### src/wpc_pkg.sv
/*
 * Constants for the channel 2 wire protection configuration register and its engine:
 * register offset and field layout, code tables and timing figures.
 * Assumes a 100 MHz clock and a current sample in units of 10 mA.
 */
// Notes on behaviour
// - Cool-down code 0 latches off; codes 1-3 retry after 0.8, 2.0, 4.0 s.
// - Channel turns off after current stays above threshold for 0.2/0.4/1.0/2.0 ms.
// - Delayed-off threshold codes 0-3 give 19.55, 17.6, 16.05, 13.3 A.
// - Trip energy code selects one of sixteen levels, 8.8 to 350 A2s.
// - Nominal current codes 0-7 give 4.0 to 15.0 A.
package wpc_pkg;
	localparam logic [7:0]  CFG_OFFSET      = 8'h1C;
	localparam logic [15:0] CFG_RESET       = 16'h0000;
	localparam logic [15:0] CFG_WR_MASK     = 16'hC7FF;  // Bits 13-11 reserved, read zero
	localparam int          COOL_LSB        = 14;
	localparam int          TMR_LSB         = 9;
	localparam int          THR_LSB         = 7;
	localparam int          TRIP_LSB        = 3;
	localparam int          NOM_LSB         = 0;

	// Timing base: one protection tick every microsecond
	localparam int          CLK_PERIOD_NS   = 10;
	localparam int          TICK_PERIOD_NS  = 1000;
	localparam int          TICK_CYCLES     = TICK_PERIOD_NS / CLK_PERIOD_NS;
	localparam int          TICKS_PER_MS    = 1000;

	// Delayed-off timer, in microseconds
	localparam logic [11:0] DLY_US [4]      = '{12'h0C8, 12'h190, 12'h3E8, 12'h7D0};
	// Cool-down, in milliseconds; code 0 is latch-off
	localparam logic [11:0] COOL_MS [4]     = '{12'h000, 12'h320, 12'h7D0, 12'hFA0};
	// Delayed-off current threshold, in 10 mA
	localparam logic [15:0] THR_CA [4]      = '{16'h07A3, 16'h06E0, 16'h0645, 16'h0532};
	// Nominal current, in 10 mA
	localparam logic [15:0] NOM_CA [8]      = '{16'h0190, 16'h01F4, 16'h023A, 16'h028A,
	                                            16'h02EE, 16'h0384, 16'h04B0, 16'h05DC};
	// Trip energy, in 0.1 A2s
	localparam logic [11:0] TRIP_DA [16]    = '{12'h058, 12'h083, 12'h107, 12'h18A,
	                                            12'h20D, 12'h290, 12'h314, 12'h397,
	                                            12'h446, 12'h4F5, 12'h5A4, 12'h67F,
	                                            12'h785, 12'h88C, 12'hA41, 12'hDAC};
	// One 0.1 A2s in accumulator units (1e-4 A2 times 1 us)
	localparam logic [47:0] TRIP_SCALE      = 48'h0000_3B9A_CA00;

	typedef enum logic [1:0] {
		WPC_OFF     = 2'b00,
		WPC_ON      = 2'b01,
		WPC_COOL    = 2'b10,
		WPC_LATCHED = 2'b11
	} wpc_state_e;
endpackage : wpc_pkg

### src/wpc_wire_protect_ch2.sv
/*
 * Channel 2 wire protection: configuration register at its device offset, the
 * current-squared integrator, the delayed turn-off timer and the cool-down sequencer.
 * The engine reads the stored fields directly, so a rewritten code applies at once.
 * Accumulated energy is held through a cool-down and cleared as the wait ends,
 * so a retry starts from a cooled wire instead of tripping again at once.
 * Trip flags record the cause of the last shutdown and clear when the host
 * switches the channel on again from off.
 * A latched channel stays off until the host drops its request.
 * Assumes the serial interface delivers decoded register strobes on ref_clk and
 * that the current sample comes from logic on the same clock, in 10 mA steps,
 * already scaled by the host for the fitted sense resistor.
 */
`timescale 1ns/100ps
`default_nettype none
module wpc_wire_protect_ch2
	import wpc_pkg::*;
#(
	parameter int TICK_LEN = TICK_CYCLES
) (
	input  wire logic        ref_clk,
	input  wire logic        rst_b,
	input  wire logic [7:0]  regAddr,
	input  wire logic        regWrStrobe,
	input  wire logic [15:0] regWrData,
	input  wire logic        regRdStrobe,
	output var  logic [15:0] regRdData,
	output logic             regHit,
	input  wire logic [15:0] senseCurrent,
	input  wire logic        channelRequest,
	output var  logic        channelEnable,
	output var  logic        wireTrip,
	output var  logic        delayTrip,
	output var  logic        coolActive,
	output var  logic        latchedOff
);
	logic [15:0] cfg_reg;
	logic [15:0] rdData_reg;
	wpc_state_e  state_reg;
	wpc_state_e  state_next;
	logic [31:0] tickCnt_reg;
	logic [47:0] energy_reg;
	logic [47:0] energy_next;
	logic [11:0] dlyCnt_reg;
	logic [31:0] coolCnt_reg;
	logic        wireTrip_reg;
	logic        delayTrip_reg;

	// Field extraction from the stored word
	wire logic [1:0]  coolCode   = cfg_reg[COOL_LSB +: 2];
	wire logic [1:0]  tmrCode    = cfg_reg[TMR_LSB +: 2];
	wire logic [1:0]  thrCode    = cfg_reg[THR_LSB +: 2];
	wire logic [3:0]  tripCode   = cfg_reg[TRIP_LSB +: 4];
	wire logic [2:0]  nomCode    = cfg_reg[NOM_LSB +: 3];

	// Address decode and read selection; reserved bits read as zero
	wire logic        cfgSel     = (regAddr == CFG_OFFSET);
	wire logic [15:0] rdMux      = cfgSel ? (cfg_reg & CFG_WR_MASK) : 16'h0000;
	assign regHit = cfgSel;

	// Current and energy limits selected by the codes
	wire logic [15:0] nomCur     = NOM_CA[nomCode];
	wire logic [15:0] thrCur     = THR_CA[thrCode];
	wire logic [47:0] tripLevel  = 48'(TRIP_DA[tripCode]) * TRIP_SCALE;

	// Time limits selected by the codes, in ticks
	wire logic [11:0] dlyLimit   = DLY_US[tmrCode];
	wire logic [31:0] coolLimit  = 32'(COOL_MS[coolCode]) * 32'(TICKS_PER_MS);

	// One tick per microsecond paces all protection timing
	wire logic        tick       = (tickCnt_reg == 32'(TICK_LEN - 1));

	// Squared current terms; both fit 32 bits for a 16-bit sample
	wire logic [31:0] curSq      = 32'(senseCurrent) * 32'(senseCurrent);
	wire logic [31:0] nomSq      = 32'(nomCur) * 32'(nomCur);

	// Shutdown causes, qualified by the channel being on
	wire logic        isOn       = (state_reg == WPC_ON);
	wire logic        overThr    = (senseCurrent > thrCur);
	wire logic        dlyExpire  = isOn && tick && overThr && (dlyCnt_reg + 12'h001 >= dlyLimit);
	wire logic        energyOver = isOn && (energy_next > tripLevel);
	wire logic        shutdown   = dlyExpire || energyOver;
	wire logic        coolDone   = tick && (coolCnt_reg + 32'h0000_0001 >= coolLimit);

	// Integrator: squared excess adds, a margin below nominal drains toward zero
	always_comb begin
		energy_next = energy_reg;
		if (state_reg == WPC_COOL) begin
			if (coolDone) begin
				energy_next = 48'h0000_0000_0000;
			end
		end else if (state_reg != WPC_ON) begin
			energy_next = 48'h0000_0000_0000;
		end else if (tick) begin
			if (curSq >= nomSq) begin
				energy_next = energy_reg + 48'(curSq - nomSq);
			end else if (energy_reg > 48'(nomSq - curSq)) begin
				energy_next = energy_reg - 48'(nomSq - curSq);
			end else begin
				energy_next = 48'h0000_0000_0000;
			end
		end
	end

	// Channel sequencer
	always_comb begin
		state_next = state_reg;
		case (state_reg)
			WPC_OFF: begin
				if (channelRequest) begin
					state_next = WPC_ON;
				end
			end
			WPC_ON: begin
				if (shutdown) begin
					state_next = (coolCode == 2'b00) ? WPC_LATCHED : WPC_COOL;
				end else if (!channelRequest) begin
					state_next = WPC_OFF;
				end
			end
			WPC_COOL: begin
				if (!channelRequest) begin
					state_next = WPC_OFF;
				end else if (coolDone) begin
					state_next = WPC_ON;
				end
			end
			WPC_LATCHED: begin
				if (!channelRequest) begin
					state_next = WPC_OFF;
				end
			end
			default: begin
				state_next = WPC_OFF;
			end
		endcase
	end

	// Configuration register; reserved bits never store
	always_ff @(posedge ref_clk or negedge rst_b) begin
		if (!rst_b) begin
			cfg_reg <= CFG_RESET;
		end else if (regWrStrobe && cfgSel) begin
			cfg_reg <= regWrData & CFG_WR_MASK;
		end
	end

	// Read data captured on the read strobe
	always_ff @(posedge ref_clk or negedge rst_b) begin
		if (!rst_b) begin
			rdData_reg <= 16'h0000;
		end else if (regRdStrobe) begin
			rdData_reg <= rdMux;
		end
	end

	// Tick prescaler
	always_ff @(posedge ref_clk or negedge rst_b) begin
		if (!rst_b) begin
			tickCnt_reg <= 32'h0000_0000;
		end else begin
			tickCnt_reg <= tick ? 32'h0000_0000 : tickCnt_reg + 32'h0000_0001;
		end
	end

	// State and energy
	always_ff @(posedge ref_clk or negedge rst_b) begin
		if (!rst_b) begin
			state_reg  <= WPC_OFF;
			energy_reg <= 48'h0000_0000_0000;
		end else begin
			state_reg  <= state_next;
			energy_reg <= energy_next;
		end
	end

	// Delayed turn-off timer restarts whenever current falls back
	always_ff @(posedge ref_clk or negedge rst_b) begin
		if (!rst_b) begin
			dlyCnt_reg <= 12'h000;
		end else if (!isOn || !overThr) begin
			dlyCnt_reg <= 12'h000;
		end else if (tick && !dlyExpire) begin
			dlyCnt_reg <= dlyCnt_reg + 12'h001;
		end
	end

	// Cool-down timer runs only while cooling
	always_ff @(posedge ref_clk or negedge rst_b) begin
		if (!rst_b) begin
			coolCnt_reg <= 32'h0000_0000;
		end else if (state_reg != WPC_COOL) begin
			coolCnt_reg <= 32'h0000_0000;
		end else if (tick) begin
			coolCnt_reg <= coolCnt_reg + 32'h0000_0001;
		end
	end

	// Trip cause flags hold until the channel is switched on again from off
	always_ff @(posedge ref_clk or negedge rst_b) begin
		if (!rst_b) begin
			wireTrip_reg  <= 1'b0;
			delayTrip_reg <= 1'b0;
		end else if (shutdown) begin
			wireTrip_reg  <= energyOver;
			delayTrip_reg <= dlyExpire;
		end else if (state_reg == WPC_OFF && channelRequest) begin
			wireTrip_reg  <= 1'b0;
			delayTrip_reg <= 1'b0;
		end
	end

	// Register bus output
	assign regRdData     = rdData_reg;

	// Channel state and trip cause outputs
	assign channelEnable = isOn;
	assign wireTrip      = wireTrip_reg;
	assign delayTrip     = delayTrip_reg;
	assign coolActive    = (state_reg == WPC_COOL);
	assign latchedOff    = (state_reg == WPC_LATCHED);
endmodule : wpc_wire_protect_ch2
`default_nettype wire

### config.mk
export PLATFORM = sky130hd
export DESIGN_NAME = wpc_wire_protect_ch2
export DESIGN_NICKNAME = d
export VERILOG_FILES = /design/src/wpc_pkg.sv /design/src/wpc_wire_protect_ch2.sv
export SDC_FILE = /design/constraint.sdc
export NUM_CORES = 1
export LEC_CHECK = 0
export BUFFER_PORTS_ARGS = -buffer_cell sky130_fd_sc_hd__buf_2
export CORE_ASPECT_RATIO = 1.25
export CORE_MARGIN = 10
export CORE_UTILIZATION = 70
export CTS_BUF_LIST = sky130_fd_sc_hd__clkbuf_4
export DETAILED_ROUTE_END_ITERATION = 7
export PLACE_DENSITY = 0.93
export SYNTH_ARGS = -nofsm -noshare
export SYNTH_HDL_FRONTEND = slang
export SYNTH_SLANG_ARGS = --single-unit
export TNS_END_PERCENT = 30
### constraint.sdc
create_clock -name ref_clk -period 39 [get_ports ref_clk]
set_input_delay 7.8 -clock ref_clk [delete_from_list [all_inputs] [get_ports ref_clk]]
set_output_delay 7.8 -clock ref_clk [all_outputs]
set_load 0.005 [all_outputs]
==> qor.txt, run 1 <==
GRT Util Overall -> 29.43%
footprint of the multi-input gates -> 25080 um^2
setup_tns -> 0 ps
CP max-delay cell -> and3_1
#FFs+latches synth -> 154
DR vias/cell -> 6.181
largest family of logic cells by synthesized area -> adder cells
Final HPWL DP -> 65570 um
XOR/XNOR Fraction of Synth Area -> 8.130%
clk root buf -> clkbuf_4
CORE AREA -> 44960 um^2
post-synthesis cell type count -> 89
htree depth -> 4
# DRC -> 0
ys async rst share -> 100.0%
Crit path top cell by count -> inv_1
CTS Buffer Depth -> 2
worst r2r dst -> state_reg[0]
routability cong. -> 0.9980
# clock sinks -> 154
slowest stage delay, CP -> 760 ps
Worst setup EP type -> flip-flop
post-route setup slack -> 17000 ps
Area Overhead vs Synth -> 3.146%
ys flop type -> dfrtp_1
first-pass GRT wire length -> 132300 um
outcome -> finished clean
Site Rows -> 87
Place WS -> 16750 ps
final net count -> 4605
Die Span Y -> 257.8 um
TritonCTS clock tree -> built
most common cell after layout, fill and taps aside -> inv_1
worst-margin pin slew -> 1084 ps
RSZ-0062 raised after global routing -> false
hold depth -> 1
final hold violations -> 0
Worst Path Required -> 39530 ps
commonest cells after routing, fill and taps aside -> inv_1, ha_1, fa_1
Largest register FFs -> 48
CP arrival -> 22540 ps
hold_buf cts -> 0
area of the die -> 54180 um^2
r2r startpoint -> cfg_reg[1]
Max-Cap Viols -> 0
Rel. slew slack -> 27.19%
share of cells above drive strength 1 -> 4.448%
min Tclk post-route -> 22000 ps
worst min-delay path startpoint -> tickCnt_reg[31]
worst-skew pair later-pin latency -> 610 ps
Max Slew Vio Count -> 0
final wirelength -> 79430 um
Die X-Extent -> 210.2 um
routed vias -> 26.93k
worst hold path class -> flip-flop to flip-flop
# IOs -> 67
Register Area -> 3854 um^2
PostCTS Resize Cnt -> 0
largest net degree at the start of global routing -> 107
drt wl/cell -> 18.23 um
clk_skew -> 34.00 ps
initial antenna violation count -> 2
Final setup viols -> 0
FF-to-FF setup slack -> 22630 ps
Post-CTS Setup Repair Bufs -> 0
Synth Instances -> 3778
Num CTS Buffers -> 17
Initial Utilization -> 70.42%
Worst-path clk slew -> 150 ps
number of fill cells -> 3225
antenna viol nets, final -> 0
GR Overflow Total -> 0
WHS Endpoint -> tickCnt_reg[31]
sequential area share after synthesis -> 12.17%
Crit Path Category -> input port to flip-flop
crit path max fanout -> 16
Synth Area in Adders -> 38.65%
mux cell area share after synthesis -> 0.6996%
vias in the first global route -> 27.81k
Synth warnings -> 0
Post-synth EDFFs -> 0
Syn Area/Cell -> 8.379 um^2
Pre-Repair DR Iteration Count -> 7
Compound-Gate Fraction of Synth Area -> 15.50%
simple-gate area share of the yosys netlist -> 16.19%
Mapped Area -> 31660 um^2
R2R depth -> 59
port bufs -> 60
Final Cycle Share -> 56.42%
FMAX -> 45.45 MHz
crit start category -> input port
1st-iter DRT viols -> 2044
[stage by stage]
stage	utilization, %	std cells	hold WS (ps)	cell area [um^2]
after floorplan	-	3780	443.4	31660
after global placement	72.02	4324	461.0	32380
after detailed placement	72.02	4324	481.1	32380
after CTS	72.62	4355	500.2	32650
after global routing	72.63	4357	511.6	32650
final	72.63	4357	501.9	32650
[area by class of cell]
| class | instances | area share (%) |
|---|---|---|
| multi-input cells | 2903 | 76.81 |
| flip-flops and latches | 154 | 11.80 |
| inverters | 615 | 7.070 |
| well taps | 578 | 2.215 |
| repair buffers | 74 | 1.261 |
| clock buffers | 18 | 0.4138 |
| clock inverters | 13 | 0.4138 |
| diodes | 2 | 0.01533 |
[kinds of logic (layout without fill, tap and decap cells)]
logic type                 count (synthesis)  in the layout
DFF                                      154            154
buffers and inverters                    723            720
and+or+nand+nor                         1032           1032
other                                      1              5
muxes                                     20             20
xor gates and xnor gates                 293            293
AOI/OAI and AO/OA                        760            760
adders and majority gates                795            795
[layer usage]
| metal | part of all wire [%] | vias up | track usage (%) |
|---|---|---|---|
| li1 | - | 12670 | - |
| met4 | 6.0 | 0 | 17.29 |
| met1 | 39 | 12940 | 33.70 |
| met5 | 0 | - | 0 |
| met2 | 50 | 1010 | 52.36 |
| met3 | 5.1 | 314 | 2.981 |
[worst max-delay path by stage]
stage | slack, ps | cells past startpoint | end | start
2_1_floorplan | 18650 | 64 | state_reg[0] | senseCurrent[10]
3_3_place_gp | 16980 | 62 | state_reg[0] | senseCurrent[8]
3_5_place_dp | 16750 | 58 | state_reg[0] | senseCurrent[8]
4_1_cts | 17330 | 58 | state_reg[0] | senseCurrent[8]
5_1_grt | 16140 | 60 | state_reg[0] | senseCurrent[0]
6_report | 17000 | 58 | state_reg[0] | senseCurrent[8]
[Yosys cell counts, drive strengths merged, types with 56 or more instances]
cell type | instances | area [um^2]
dfrtp | 154 | 3854
nand2 | 259 | 972.2
fa | 305 | 6106
and2 | 79 | 494.2
nand3 | 103 | 525.5
o21ai | 169 | 853.3
inv | 611 | 2293
a21oi | 198 | 991.0
ha | 490 | 6131
clkbuf | 91 | 342.8
xor2 | 125 | 1095
xnor2 | 168 | 1479
nor2 | 245 | 919.6
nor3 | 56 | 296.5
a21o | 97 | 728.2
[worst max-delay path, delay by kind of cell]
family          cells  cell delay (ps)
compound gates     24             5830
fa+ha+maj          10             4550
simple gates       14             2940
buf+inv             9             1240
xor+xnor            1              140
Power of run 1 is left out: the tool's default activity adds up to more than one toggle a clock period on the data nets, which glitch-free logic cannot reach.
==> run 2, diff against run 1 <==
--- a/config.mk
+++ b/config.mk
@@ -8,10 +8,10 @@
 export BUFFER_PORTS_ARGS = -buffer_cell sky130_fd_sc_hd__buf_2
 export CORE_ASPECT_RATIO = 1.25
 export CORE_MARGIN = 10
-export CORE_UTILIZATION = 70
+export CORE_UTILIZATION = 61
 export CTS_BUF_LIST = sky130_fd_sc_hd__clkbuf_4
 export DETAILED_ROUTE_END_ITERATION = 7
-export PLACE_DENSITY = 0.93
+export PLACE_DENSITY = 0.86
 export SYNTH_ARGS = -nofsm -noshare
 export SYNTH_HDL_FRONTEND = slang
 export SYNTH_SLANG_ARGS = --single-unit
==> constraint.sdc (replaced) <==
create_clock -name ref_clk -period 17.7 [get_ports ref_clk]
set_input_delay 3.54 -clock ref_clk [delete_from_list [all_inputs] [get_ports ref_clk]]
set_output_delay 3.54 -clock ref_clk [all_outputs]
set_load 0.005 [all_outputs]
==> qor.txt, run 2 (synthesis results as in run 1) <==
antenna viol nets, final -> 0 (unchanged)
worst r2r dst -> state_reg[0]
most common cell after layout, fill and taps aside -> inv_1
placed cells -> 4429 (+2.4%)
# IOs -> 67 (unchanged)
crit start category -> input port
outcome -> finished clean
hold depth -> 1 (unchanged)
Site Rows -> 93 (+6.9%)
worst-margin pin slew -> 1049 ps (-34.83 ps)
non-filler instance count after layout -> 4462 (+2.4%)
CORE AREA -> 51430 um^2 (+14%)
CTS Buffer Depth -> 2 (unchanged)
Num CTS Buffers -> 17 (unchanged)
hold_buf cts -> 0 (unchanged)
Max Slew Vio Count -> 0 (unchanged)
final wirelength -> 77280 um (-2.7%)
Largest register FFs -> 48 (unchanged)
r2r startpoint -> cfg_reg[1]
post-route setup slack -> 1236 ps (-15760 ps)
port bufs -> 60 (unchanged)
Post-CTS Setup Repair Bufs -> 0 (unchanged)
WL met1 -> 30570 um (about the same)
GR Overflow Total -> 0 (unchanged)
met3 wire length -> 3718 um (-8.0%)
crit path max fanout -> 19 (+3)
FMAX -> 60.74 MHz
Crit Path Category -> input port to flip-flop
clk root buf -> clkbuf_4
Final HPWL DP -> 64140 um (-2.2%)
CP startpoint -> senseCurrent[1]
largest net degree at the start of global routing -> 88 (-18%)
final hold violations -> 0 (unchanged)
R2R depth -> 65 (+10%)
Pre-Repair DR Iteration Count -> 8 (+1)
Final Cycle Share -> 93.02%
area of the die -> 61460 um^2 (+13%)
vias in the first global route -> 27.42k (-1.4%)
setup_tns -> 0 ps (unchanged)
min Tclk post-route -> 16460 ps
share of cells above drive strength 1 -> 4.953% (+0.50 points)
GRT Util Overall -> 25.32% (-4.1 points)
Rel. slew slack -> 29.18% (+2.0 points)
DR top layer -> met4
first-pass GRT wire length -> 129900 um (-1.9%)
Area Overhead vs Synth -> 3.984%
Final setup viols -> 0 (unchanged)
Place WS -> 725.4 ps (-16020 ps)
routed vias -> 26.52k (-1.5%)
RSZ-0062 raised after global routing -> false
clk_skew -> 36.97 ps (+2.970 ps)
worst min-delay path startpoint -> tickCnt_reg[31]
WHS Endpoint -> tickCnt_reg[31]
TritonCTS clock tree -> built
Worst setup EP type -> flip-flop
worst-skew pair later-pin latency -> 650 ps (+40 ps)
Die X-Extent -> 223.8 um (+6.4%)
Worst-path clk slew -> 150 ps (about the same)
commonest cells after routing, fill and taps aside -> inv_1, ha_1, fa_1
PostCTS Resize Cnt -> 0 (unchanged)
drt wl/cell -> 17.32 um (-5.0%)
FF-to-FF setup slack -> 2520 ps (-20110 ps)
final net count -> 4623 (+0.39%)
CP max-delay cell -> o31ai_1
routability cong. -> 0.9722 (-2.6%)
# clock sinks -> 154 (unchanged)
initial antenna violation count -> 1 (-1)
slowest stage delay, CP -> 720 ps (-40 ps)
htree depth -> 4 (unchanged)
# DRC -> 0 (unchanged)
1st-iter DRT viols -> 1589 (-22%)
CP arrival -> 17040 ps (-5500 ps)
Die Span Y -> 274.7 um (+6.6%)
Max-Cap Viols -> 0 (unchanged)
Worst Path Required -> 18270 ps (-21260 ps)
met2 WL -> 38630 um (-3.4%)
DR vias/cell -> 5.944 (-3.8%)
worst hold path class -> flip-flop to flip-flop
Initial Utilization -> 61.55% (-8.9 points)
run 2: cell types whose count changed in the layout (fill, tap and decap cells not counted):
cell,delta
buf_4,+18
clkinv_2,+2
clkinv_4,-2
bufinv_16,+1
clkinv_1,-1
clkinvlp_4,+1
diode_2,-1
inv_6,+1
inv_8,-1
run 2: worst max-delay path: cells and delay by family:
| kind | cells | cell delay [ps] |
|---|---|---|
| adders and majority gates | 10 | 4490 |
| and+or+nand+nor | 15 | 2180 |
| xor gates and xnor gates | 3 | 510 |
| buffers and inverters | 8 | 730 |
| AOI/OAI and AO/OA | 27 | 5590 |
run 2: stage by stage:
step / util [%] / hold slack (ps) / area [um^2]
floorplan: - / 443.4 / 31660
global placement: 63.43 / 459.5 / 32620
detailed placement: 63.43 / 478.4 / 32620
CTS: 64.00 / 499.6 / 32920
global route: 64.00 / 527.0 / 32920
finish: 64.00 / 492.9 / 32920
run 2: cell type report:
cell class | count | area (um^2)
Clock buffer | 18 | 135.1
Inverter | 615 | 2308
Tap cell | 665 | 832.0
Fill cell | 4249 | 18510
Multi-Input combinational cell | 2903 | 25080
Antenna cell | 1 | 2.502
Sequential cell | 154 | 3854
Timing Repair Buffer | 92 | 546.8
Clock inverter | 14 | 158.9
run 2: layer usage:
layer | up-vias | GRT usage [%]
met5 | - | 0
met4 | 0 | 14.56
met3 | 278 | 3.239
met2 | 813 | 45.19
met1 | 12730 | 28.68
li1 | 12700 | -
run 2: how the worst max path moves through the flow:
stage / endpoint / cells past startpoint
floorplan: state_reg[0] / 64
global placement: state_reg[0] / 63
detailed placement: state_reg[0] / 63
CTS: state_reg[0] / 63
global route: state_reg[1] / 63
finish: state_reg[0] / 63
Power of run 2 is left out for the same reason.
